File: config.mk
export PLATFORM = sky130hd
export DESIGN_NAME = rtc_output_pin_and_power_defaults
export DESIGN_NICKNAME = d
export VERILOG_FILES = /design/src/rtc_pin_pkg.sv /design/src/rtc_output_pin_and_power_defaults.sv
export SDC_FILE = /design/constraint.sdc
export NUM_CORES = 1
export LEC_CHECK = 0
export ABC_AREA = 1
export BUFFER_PORTS_ARGS = -buffer_cell sky130_fd_sc_hd__buf_2
export CAP_MARGIN = 20
export CORE_MARGIN = 2
export CORE_UTILIZATION = 40
export CTS_CLUSTER_DIAMETER = 60
export DETAILED_ROUTE_END_ITERATION = 16
export PLACE_DENSITY_LB_ADDON = 0.25
export SYNTH_ARGS = -nofsm -noshare
export SYNTH_HDL_FRONTEND = slang
export SYNTH_SLANG_ARGS = --single-unit
File: constraint.sdc
create_clock -name core_clk -period 2.4 [get_ports core_clk]
set_input_delay 0.6 -clock core_clk [delete_from_list [all_inputs] [get_ports core_clk]]
set_output_delay 0.6 -clock core_clk [all_outputs]
set_load 0.02 [all_outputs]
File: src/rtc_pin_pkg.sv
package rtc_pin_pkg;
    // register offsets on the internal register port
    localparam logic [7:0] SECONDS_OFS     = 8'h01;
    localparam logic [7:0] PIN_CONTROL_OFS = 8'h08;
    localparam logic [7:0] WATCHDOG_OFS    = 8'h09;
    localparam logic [7:0] ALARM_MONTH_OFS = 8'h0a;
    localparam logic [7:0] ALARM_HOUR_OFS  = 8'h0c;

    // field positions
    localparam int HALT_BIT       = 7;
    localparam int LEVEL_BIT      = 7;
    localparam int TEST_EN_BIT    = 6;
    localparam int ALARM_EN_BIT   = 7;
    localparam int SQUARE_EN_BIT  = 6;
    localparam int BATT_ALARM_BIT = 5;
    localparam int STAMP_BIT      = 6;

    localparam logic [7:0] ZERO_BYTE = 8'h00;

    // frequency test timing
    localparam int CLK_HZ           = 25_000_000;
    localparam int TONE_FREQ_HZ     = 512;
    localparam int TONE_HALF_CYCLES = CLK_HZ / (2 * TONE_FREQ_HZ);

    typedef struct packed {
        logic       level;
        logic       freq_test_enable;
        logic [5:0] calib;
    } pin_ctrl_t;

    typedef struct packed {
        logic       alarm_irq_enable;
        logic       square_wave_enable;
        logic       battery_alarm_enable;
        logic [4:0] alarm_month;
    } alarm_ctrl_t;

    typedef struct packed {
        logic [4:0] timeout_multiplier;
        logic       timeout_resolution_high;
        logic       timeout_resolution_low;
    } wdog_t;

    typedef struct packed {
        logic       wr;
        logic       rd;
        logic [7:0] addr;
        logic [7:0] wdata;
    } reg_req_t;
endpackage : rtc_pin_pkg

File: src/rtc_output_pin_and_power_defaults.sv
// Notes on behaviour
// all pin functions off: pin follows control level bit.
// level bit and frequency test both zero: pin pulled low.
// pin only pulls low or releases; high comes from external pull-up.
// first power-up clears watchdog, alarm, battery alarm, square wave, test enables.
// first power-up sets halt bit, level bit and timestamp flag.
// battery power-up sets timestamp, clears test enable and watchdog, keeps rest.
// other control bits undefined after first power-up; software must not rely.
// alarm flag with alarm enable and no square wave pulls pin low.
// frequency test toggles pin at 512Hz when oscillator runs and others off.
// programmed watchdog takes pin over and suppresses frequency test.
// square wave enable puts selected square wave on pin or removes it.
// any active function overrides the level bit.
module rtc_output_pin_and_power_defaults
    import rtc_pin_pkg::*;
#(
    parameter int TONE_HALF = TONE_HALF_CYCLES
) (
    input  wire logic       core_clk,
    input  wire logic       srst,
    input  wire logic       battery_powerup,
    input  wire reg_req_t   reg_req,
    output logic [7:0]      reg_rdata,
    input  wire logic       alarm_match_flag,
    input  wire logic       watchdog_timeout,
    input  wire logic       square_wave_in,
    input  wire logic       multi_function_pin_in,
    output logic            multi_function_pin_out,
    output logic            multi_function_pin_oe_n
);
    pin_ctrl_t   ctrl_ff,  nxt_ctrl;
    alarm_ctrl_t alarm_ff, nxt_alarm;
    wdog_t       wdog_ff,  nxt_wdog;
    logic        oscillator_halt_bit_ff, nxt_oscillator_halt_bit;
    logic        powerdown_timestamp_flag_ff, nxt_powerdown_timestamp_flag;
    logic [15:0] tone_cnt_ff, nxt_tone_cnt;
    logic        tone_wave_ff, nxt_tone_wave;
    logic [7:0]  rdata_ff, nxt_rdata;
    logic        pin_low_ff, nxt_pin_low;
    logic        wdog_armed;
    logic        tone_active;

    // one write decode shared by every register
    function automatic logic wr_hit(input reg_req_t r, input logic [7:0] a);
        return r.wr && (r.addr == a);
    endfunction : wr_hit

    // watchdog beats frequency test; square wave beats alarm
    assign wdog_armed  = (wdog_ff != wdog_t'(ZERO_BYTE));
    assign tone_active = ctrl_ff.freq_test_enable && !oscillator_halt_bit_ff
                         && !alarm_ff.alarm_irq_enable && !alarm_ff.square_wave_enable
                         && !wdog_armed;

    always_comb begin
        nxt_ctrl  = ctrl_ff;
        nxt_alarm = alarm_ff;
        nxt_wdog  = wdog_ff;
        nxt_oscillator_halt_bit      = oscillator_halt_bit_ff;
        nxt_powerdown_timestamp_flag = powerdown_timestamp_flag_ff;
        if (wr_hit(reg_req, PIN_CONTROL_OFS)) begin
            nxt_ctrl = pin_ctrl_t'(reg_req.wdata);
        end
        if (wr_hit(reg_req, WATCHDOG_OFS)) begin
            nxt_wdog = wdog_t'(reg_req.wdata);
        end
        if (wr_hit(reg_req, ALARM_MONTH_OFS)) begin
            nxt_alarm = alarm_ctrl_t'(reg_req.wdata);
        end
        // only the one bit of these registers that matters here is kept
        if (wr_hit(reg_req, SECONDS_OFS)) begin
            nxt_oscillator_halt_bit = reg_req.wdata[HALT_BIT];
        end
        if (wr_hit(reg_req, ALARM_HOUR_OFS)) begin
            nxt_powerdown_timestamp_flag = reg_req.wdata[STAMP_BIT];
        end
        // power-up set beats a software write in the same cycle
        // halt, level and the alarm enables are left as they were
        if (battery_powerup) begin
            nxt_powerdown_timestamp_flag = 1'b1;
            nxt_ctrl.freq_test_enable    = 1'b0;
            nxt_wdog                     = wdog_t'(ZERO_BYTE);
        end
        // srst is the first power-up, so it outranks a battery power-up
        if (srst) begin
            nxt_wdog  = wdog_t'(ZERO_BYTE);
            nxt_alarm = alarm_ctrl_t'(ZERO_BYTE);
            // calibration bits have no promised value; zero is just tidy
            nxt_ctrl  = pin_ctrl_t'(ZERO_BYTE);
            nxt_ctrl.level = 1'b1;
            nxt_oscillator_halt_bit      = 1'b1;
            nxt_powerdown_timestamp_flag = 1'b1;
        end
    end

    // read data stands one cycle, zero otherwise so no stale byte lingers
    always_comb begin
        nxt_rdata = ZERO_BYTE;
        if (reg_req.rd) begin
            unique case (reg_req.addr)
                SECONDS_OFS:     nxt_rdata[HALT_BIT] = oscillator_halt_bit_ff;
                PIN_CONTROL_OFS: nxt_rdata = ctrl_ff;
                WATCHDOG_OFS:    nxt_rdata = wdog_ff;
                ALARM_MONTH_OFS: nxt_rdata = alarm_ff;
                ALARM_HOUR_OFS:  nxt_rdata[STAMP_BIT] = powerdown_timestamp_flag_ff;
                default:         nxt_rdata = ZERO_BYTE;
            endcase
        end
        if (srst) begin
            nxt_rdata = ZERO_BYTE;
        end
    end

    // counter idles at zero, so each enable starts a full half period
    // limitation: 16 bits hold half periods of at most 65536 clocks
    always_comb begin
        nxt_tone_cnt  = '0;
        nxt_tone_wave = tone_wave_ff;
        if (tone_active) begin
            if (tone_cnt_ff == 16'(TONE_HALF - 1)) begin
                nxt_tone_wave = !tone_wave_ff;
            end else begin
                nxt_tone_cnt = tone_cnt_ff + 16'h0001;
            end
        end
        if (srst) begin
            nxt_tone_cnt  = '0;
            nxt_tone_wave = 1'b0;
        end
    end

    always_comb begin
        if (alarm_ff.square_wave_enable) begin
            nxt_pin_low = !square_wave_in;
        end else if (alarm_ff.alarm_irq_enable) begin
            nxt_pin_low = alarm_match_flag;
        end else if (wdog_armed) begin
            nxt_pin_low = watchdog_timeout;
        end else if (ctrl_ff.freq_test_enable) begin
            // halted oscillator gives no test tone: pin released
            // registered, so decode changes never glitch the pad
            nxt_pin_low = tone_active && !tone_wave_ff;
        end else begin
            nxt_pin_low = !ctrl_ff.level;
        end
        if (srst) begin
            nxt_pin_low = 1'b0;
        end
    end

    always_ff @(posedge core_clk) begin
        ctrl_ff     <= nxt_ctrl;
        alarm_ff    <= nxt_alarm;
        wdog_ff     <= nxt_wdog;
        oscillator_halt_bit_ff      <= nxt_oscillator_halt_bit;
        powerdown_timestamp_flag_ff <= nxt_powerdown_timestamp_flag;
        tone_cnt_ff  <= nxt_tone_cnt;
        tone_wave_ff <= nxt_tone_wave;
        rdata_ff    <= nxt_rdata;
        pin_low_ff  <= nxt_pin_low;
    end

    assign reg_rdata               = rdata_ff;
    // never driven high, so the line can be shared with other open-drain sources
    assign multi_function_pin_out  = 1'b0;
    assign multi_function_pin_oe_n = !pin_low_ff;

    // pin checks allow for the one edge of the output flop
    a_level_follow: assert property (@(posedge core_clk) disable iff (srst)
        (!ctrl_ff.freq_test_enable && !alarm_ff.alarm_irq_enable
         && !alarm_ff.square_wave_enable && !wdog_armed)
        |=> (multi_function_pin_oe_n == $past(ctrl_ff.level)))
        else $error("pin does not follow level bit");
    a_both_zero_low: assert property (@(posedge core_clk) disable iff (srst)
        (!ctrl_ff.level && !ctrl_ff.freq_test_enable && !alarm_ff.alarm_irq_enable
         && !alarm_ff.square_wave_enable && !wdog_armed) |=> !multi_function_pin_oe_n)
        else $error("pin not pulled low");
    a_never_high: assert property (@(posedge core_clk)
        !multi_function_pin_out)
        else $error("pin driven high");
    a_first_clear: assert property (@(posedge core_clk)
        srst |=> (wdog_ff == wdog_t'(ZERO_BYTE)) && !alarm_ff.alarm_irq_enable
        && !alarm_ff.battery_alarm_enable && !alarm_ff.square_wave_enable
        && !ctrl_ff.freq_test_enable)
        else $error("first power-up clear wrong");
    a_first_set: assert property (@(posedge core_clk)
        srst |=> oscillator_halt_bit_ff && ctrl_ff.level && powerdown_timestamp_flag_ff)
        else $error("first power-up set wrong");
    a_battery_up: assert property (@(posedge core_clk) disable iff (srst)
        (battery_powerup && !reg_req.wr) |=> powerdown_timestamp_flag_ff
        && !ctrl_ff.freq_test_enable && (wdog_ff == wdog_t'(ZERO_BYTE))
        && $stable(alarm_ff) && $stable(oscillator_halt_bit_ff) && $stable(ctrl_ff.level))
        else $error("battery power-up defaults wrong");
    a_alarm_irq: assert property (@(posedge core_clk) disable iff (srst)
        (alarm_ff.alarm_irq_enable && !alarm_ff.square_wave_enable && alarm_match_flag)
        |=> !multi_function_pin_oe_n)
        else $error("alarm interrupt not on pin");
    a_tone_toggle: assert property (@(posedge core_clk) disable iff (srst)
        (tone_active && tone_cnt_ff == 16'(TONE_HALF - 1))
        |=> (tone_wave_ff != $past(tone_wave_ff)))
        else $error("frequency test toggle wrong");
    a_tone_steady: assert property (@(posedge core_clk) disable iff (srst)
        (tone_active && tone_cnt_ff != 16'(TONE_HALF - 1)) |=> $stable(tone_wave_ff))
        else $error("frequency test toggled early");
    a_tone_on_pin: assert property (@(posedge core_clk) disable iff (srst)
        tone_active |=> (multi_function_pin_oe_n == $past(tone_wave_ff)))
        else $error("frequency test not on pin");
    a_halt_release: assert property (@(posedge core_clk) disable iff (srst)
        (ctrl_ff.freq_test_enable && oscillator_halt_bit_ff && !alarm_ff.alarm_irq_enable
         && !alarm_ff.square_wave_enable && !wdog_armed) |=> multi_function_pin_oe_n)
        else $error("halted test tone not released");
    a_batt_over_write: assert property (@(posedge core_clk) disable iff (srst)
        battery_powerup |=> powerdown_timestamp_flag_ff && !ctrl_ff.freq_test_enable
        && (wdog_ff == wdog_t'(ZERO_BYTE)))
        else $error("battery power-up lost to a write");
    a_reset_released: assert property (@(posedge core_clk)
        srst |=> multi_function_pin_oe_n)
        else $error("pin not released after power-up");
    a_wdog_wins: assert property (@(posedge core_clk) disable iff (srst)
        (wdog_armed && ctrl_ff.freq_test_enable && !alarm_ff.square_wave_enable
         && !alarm_ff.alarm_irq_enable && !watchdog_timeout) |=> multi_function_pin_oe_n)
        else $error("frequency test not suppressed");
    a_square_wave: assert property (@(posedge core_clk) disable iff (srst)
        alarm_ff.square_wave_enable |=> (multi_function_pin_oe_n == $past(square_wave_in)))
        else $error("square wave not on pin");
endmodule : rtc_output_pin_and_power_defaults

* After elaboration in Yosys (flattened, before gate mapping)
Cells that the tools add are included.
** Storage, ports and cells
- Flip-flop bits (word level) :: 51
** Operators by class
- Add/subtract/negate cells :: 1
- Equal/unequal tests :: 6
- Mux-type cells :: 7
- Bitwise gates (word level) :: 2
- Reductions and logical operators :: 23
** Operators with widths (number)
- $eq A8 B4 Y1 const B :: 4
- $pmux W6 S3 :: 1
- $add A16 B1 Y16 const B :: 1
- $eq A16 B15 Y1 const B :: 1
- $logic_and A1 B1 Y1 :: 10
- $eq A8 B1 Y1 const B :: 1
- $logic_not A1 Y1 :: 8
- $reduce_bool A7 Y1 :: 1
- $mux W1 :: 4
- $pmux W1 S4 :: 1
- $reduce_or A2 Y1 :: 2
- $pmux W1 S3 :: 1
- $reduce_or A3 Y1 :: 1
- $not A1 Y1 :: 2
- $reduce_and A2 Y1 :: 1

* Depth between registers and ports, before layout
- Word-level depth :: 10
- Depth in mapped cells :: 9
- Gate-level depth less buffers :: 9

* Worst setup path after synthesis
Ideal clock, no wire load.
- Kind :: input to register
- Start point :: input port reg_req[15] in the netlist's numbering
- End point :: register ctrl_ff[0] in the netlist's numbering
- Data arrival time :: 1476 ps
- Path slack :: 808 ps
- Cell stages on the path :: 6
- Path through :: nor2_1 > nand2_2 > nor3_4 > nand2_1 > o21ai_0 > nor2_1
** Between the ends
- Cells in the longest elaborated chain, start to end :: 2
** RTL lines
- start, declared :: RTL line rtc_output_pin_and_power_defaults.sv:22 : input wire reg_req_t reg_req,
- $eq A8 B4 Y1 :: RTL line rtc_output_pin_and_power_defaults.sv:45 : return r.wr && (r.addr == a);
- $logic_and A1 B1 Y1 :: RTL line rtc_output_pin_and_power_defaults.sv:45
- end signal, assigned :: RTL line rtc_output_pin_and_power_defaults.sv:151 : ctrl_ff <= nxt_ctrl;
- end, declared :: RTL line rtc_output_pin_and_power_defaults.sv:31 : pin_ctrl_t ctrl_ff, nxt_ctrl;
No other way between the ends.
A chain may end at the register's enable or synchronous reset.

* Worst setup path in the final report
- Start point :: input port reg_req[11] in the netlist's numbering
- End point :: register wdog_ff[2] in the netlist's numbering
** Between the ends
- Cells in the longest elaborated chain, start to end :: 2
** RTL lines
- $eq A8 B4 Y1 :: RTL line rtc_output_pin_and_power_defaults.sv:45
- $logic_and A1 B1 Y1 :: RTL line rtc_output_pin_and_power_defaults.sv:45
- end signal, assigned :: RTL line rtc_output_pin_and_power_defaults.sv:153 : wdog_ff <= nxt_wdog;
- end, declared :: RTL line rtc_output_pin_and_power_defaults.sv:33 : wdog_t wdog_ff, nxt_wdog;
No other way between the ends.

==> summary.txt <==
Synth
  • Synth Register Bits: 51
  • Multiplexer share of the synthesized area: 0%
  • Synth Area in XOR/XNOR: 1.78%
  • Synth area leader: dfxtp_1
  • Number of flops mapped to enable cells by yosys: 0
  • Library cells used by synthesis: 28
  • Post-synth top cells: nand2_1, nor2_1, dfxtp_1
  • Largest family of logic cells by synthesized area: simple AND/OR/NAND/NOR gates
  • Post-Synthesis Cell Area: 2460 µm²
  • Avg Cell Area, Syn: 6.65 µm²
  • Synth Area in Simple Gates: 40.9%
  • Top post-synthesis cells by area: dfxtp_1, nand2_1, nor2_1, nand3_1, inv_1
  • YS warnings: 0
  • Post-Synth Adder-Cell Area: 1.02%
  • Most instantiated library cell after synthesis: nand2_1
  • Syn_nets: 397
  • Async set-reset flop share out of synthesis: 0%
  • Synth Area in Compound Gates: 7.07%
  • Synth Flop Type: dfxtp_1
  • Post-synth top area share: 41.5%
  • Register area share after synthesis: 41.5%
  • Syn Inst Count: 370

Worst setup path
  • CP Capture Type: flop
  • Crit Path Category: in2reg
  • R2R Setup Slk: 0.80 ns
  • Setup crit start kind: input port
  • Worst Reg-to-Reg Cells: 7
  • Crit path required time: 2.59 ns
  • FF-to-FF Start: tone_cnt_ff[0]
  • R2r endpoint: tone_cnt_ff[14]
  • CP Max Fanout: 7
  • Worst EP arrival: ~1.8 ns

Place
  • Placer congestion estimate: slightly above 0.8
  • # port buffers: 32
  • DPL Wire Length: 4.11 mm

Drt
  • Total Routed Length: approximately 5.5 mm
  • Iteration-0 DRC Markers: slightly above 60
  • WL/cell: about 11 µm
  • Via-to-Cell Ratio: between 4 and 5
  • Via count: ~2300
  • First-pass DRT Iterations: 4
  • DRC viols: 0
  • Final antenna-violating net count: 0

Power and ir drop
  • Clock network fraction of design power: 36.6%
  • Max IR drop VDD: 0.256 mV
  • Int Power: 1130 µW
  • Sw power: 308 µW
  • Comb pwr share: 4.5%
  • Tot Pwr: 1440 µW
  • Pwr dens: about 510 nW/µm²
  • Share of power burned in registers: between 50% and 60%
  • Sw Ratio: 21.4%
  • Leak: 0.00111 µW

Clock network
  • Post CTS Setup Buffer Count: 0
  • Clock root buffer: clkbuf_8
  • Clock buffer depth: 2
  • CTS Hold Bufs: 0
  • Num Clock Sinks: 51
  • Reg clk slew, reported paths: 0.09 ns
  • H-tree Lvls: 2
  • TritonCTS Buffers: 5
  • Worst skew pair latency: around 0.29 ns
  • Post-CTS sizing: 0
  • CTS tree: yes

STA
  • Setup Viol. Count Final: 0
  • Max-slew violation count: 0
  • Final hold vios: 0
  • Fmax: 611 MHz
  • Final Skew: 0.00694 ns
  • Final period util: 68.2%
  • Post-route setup TNS: 0 ns
  • RSZ-0062 raised after global routing: false
  • Fin crit period: ~1.6 ns

Outcome
  • Status: finished, final reports clean

Global routing
  • Vias in the first global route: 2225
  • Total GRT Usage: 17.9%
  • Antenna violations before repair: 0
  • Overflow after GRT: 0
  • Largest net degree at the start of global routing: 24
  • First-pass GRT wire length: 9.38 mm

Layout
  • Final core occ: 47.2%
  • # fillers: 642
  • Number of diodes: 0
  • Nets: 432
  • Area grow syn2layout: 13.5%
  • Share of cells above drive strength 1: 14.0%

Floorplan
  • Die height: 82.4 µm
  • Die Width: 82.4 µm
  • FP Rows: 28
  • Die area: between 6000 and 7000 µm²
  • Core area: just under 6000 µm²
  • Boundary Pins: 35
  • Initial Util: 41.5%

Job
  • Max-cap violation count: 0

Worst hold path
  • Hold endpoint: alarm_ff[1]
  • Hold depth: 2
  • Hold path startpoint: alarm_ff[1]
  • HP Class: reg2reg
[cell type report]
cell class                      count  area (µm²)  area share [%]
Tap cell                           75        93.8            3.36
Sequential cell                    51        1020            36.6
Multi-Input combinational cell    274        1250            44.8
Inverter                           38         143            5.11
Clock buffer                        8         100            3.58
Timing Repair Buffer               35         183            6.54
[layer usage]
layer / part of all wire, % / track usage [%] / vias up
li1: - / - / 1228
met1: 44 / 20.8 / 1041
met2: 52 / 33.2 / 23
met3: 3.4 / 3.59 / 2
met4: 0.62 / 4.50 / 0
met5: 0 / 0 / -
[cells by family (layout without fill, tap and decap cells)]
| logic type | count (synthesis) | count (layout) |
|---|---|---|
| AOI/OAI and AO/OA | 34 | 34 |
| adders and majority gates | 2 | 2 |
| DFF | 51 | 51 |
| other | 1 | 1 |
| buffers and inverters | 45 | 81 |
| xor gates and xnor gates | 5 | 5 |
| and+or+nand+nor | 232 | 232 |
[layout by cell type, fill, tap and decap left out, drive strengths merged, types with 4 or more instances in the layout]
cell / count
buf: 35
nand2: 97
inv: 38
nor2: 76
a21oi: 23
o21ai: 9
nand3: 48
nor3: 5
clkbuf: 8
or2: 4
dfxtp: 51
[registers in the layout, summed over array words and instances, names as in the netlist]
register / cells
tone_cnt_ff: 16
powerdown_timestamp_flag_ff: 1
oscillator_halt_bit_ff: 1
pin_low_ff: 1
tone_wave_ff: 1
wdog_ff: 7
alarm_ff: 8
ctrl_ff: 8
reg_rdata: 8
[how the worst max path moves through the flow]
stage | start | cells past startpoint | to
6_report | reg_req[11] | 8 | wdog_ff[2]
5_1_grt | reg_req[11] | 8 | wdog_ff[3]
4_1_cts | tone_cnt_ff[0] | 7 | tone_cnt_ff[14]
3_5_place_dp | reg_req[11] | 8 | wdog_ff[4]
3_3_place_gp | reg_req[11] | 8 | wdog_ff[5]
2_1_floorplan | reg_req[15] | 6 | ctrl_ff[0]
[per-stage QoR]
stage	worst slack (ns)	instances	area [µm²]	hold slack [ns]
finish	0.762	481	2790	0.466
global route	0.608	481	2790	0.491
floorplan	0.808	370	2460	0.429
global placement	0.485	473	2690	0.439
detailed placement	0.450	473	2690	0.442
CTS	0.779	481	2790	0.466
[worst max-delay path, stage by stage]
cell and delay (ns):
buf_2 0.17, inv_1 0.08, nor2_2 0.15, nand2_1 0.06
nor2_1 0.30, nand2_1 0.27, nand2_1 0.13, a21oi_1 0.06
[power by group through the flow]
stage	sequential, µW	clock, µW	combinational, µW
after floorplan	866	0	33.4
after global placement	866	0	64.7
after detailed placement	866	0	65.2
after CTS	846	551	65.4
after global routing	847	577	72.9
final	846	527	65.3
Note: power is estimated with default switching activity, not from simulation.
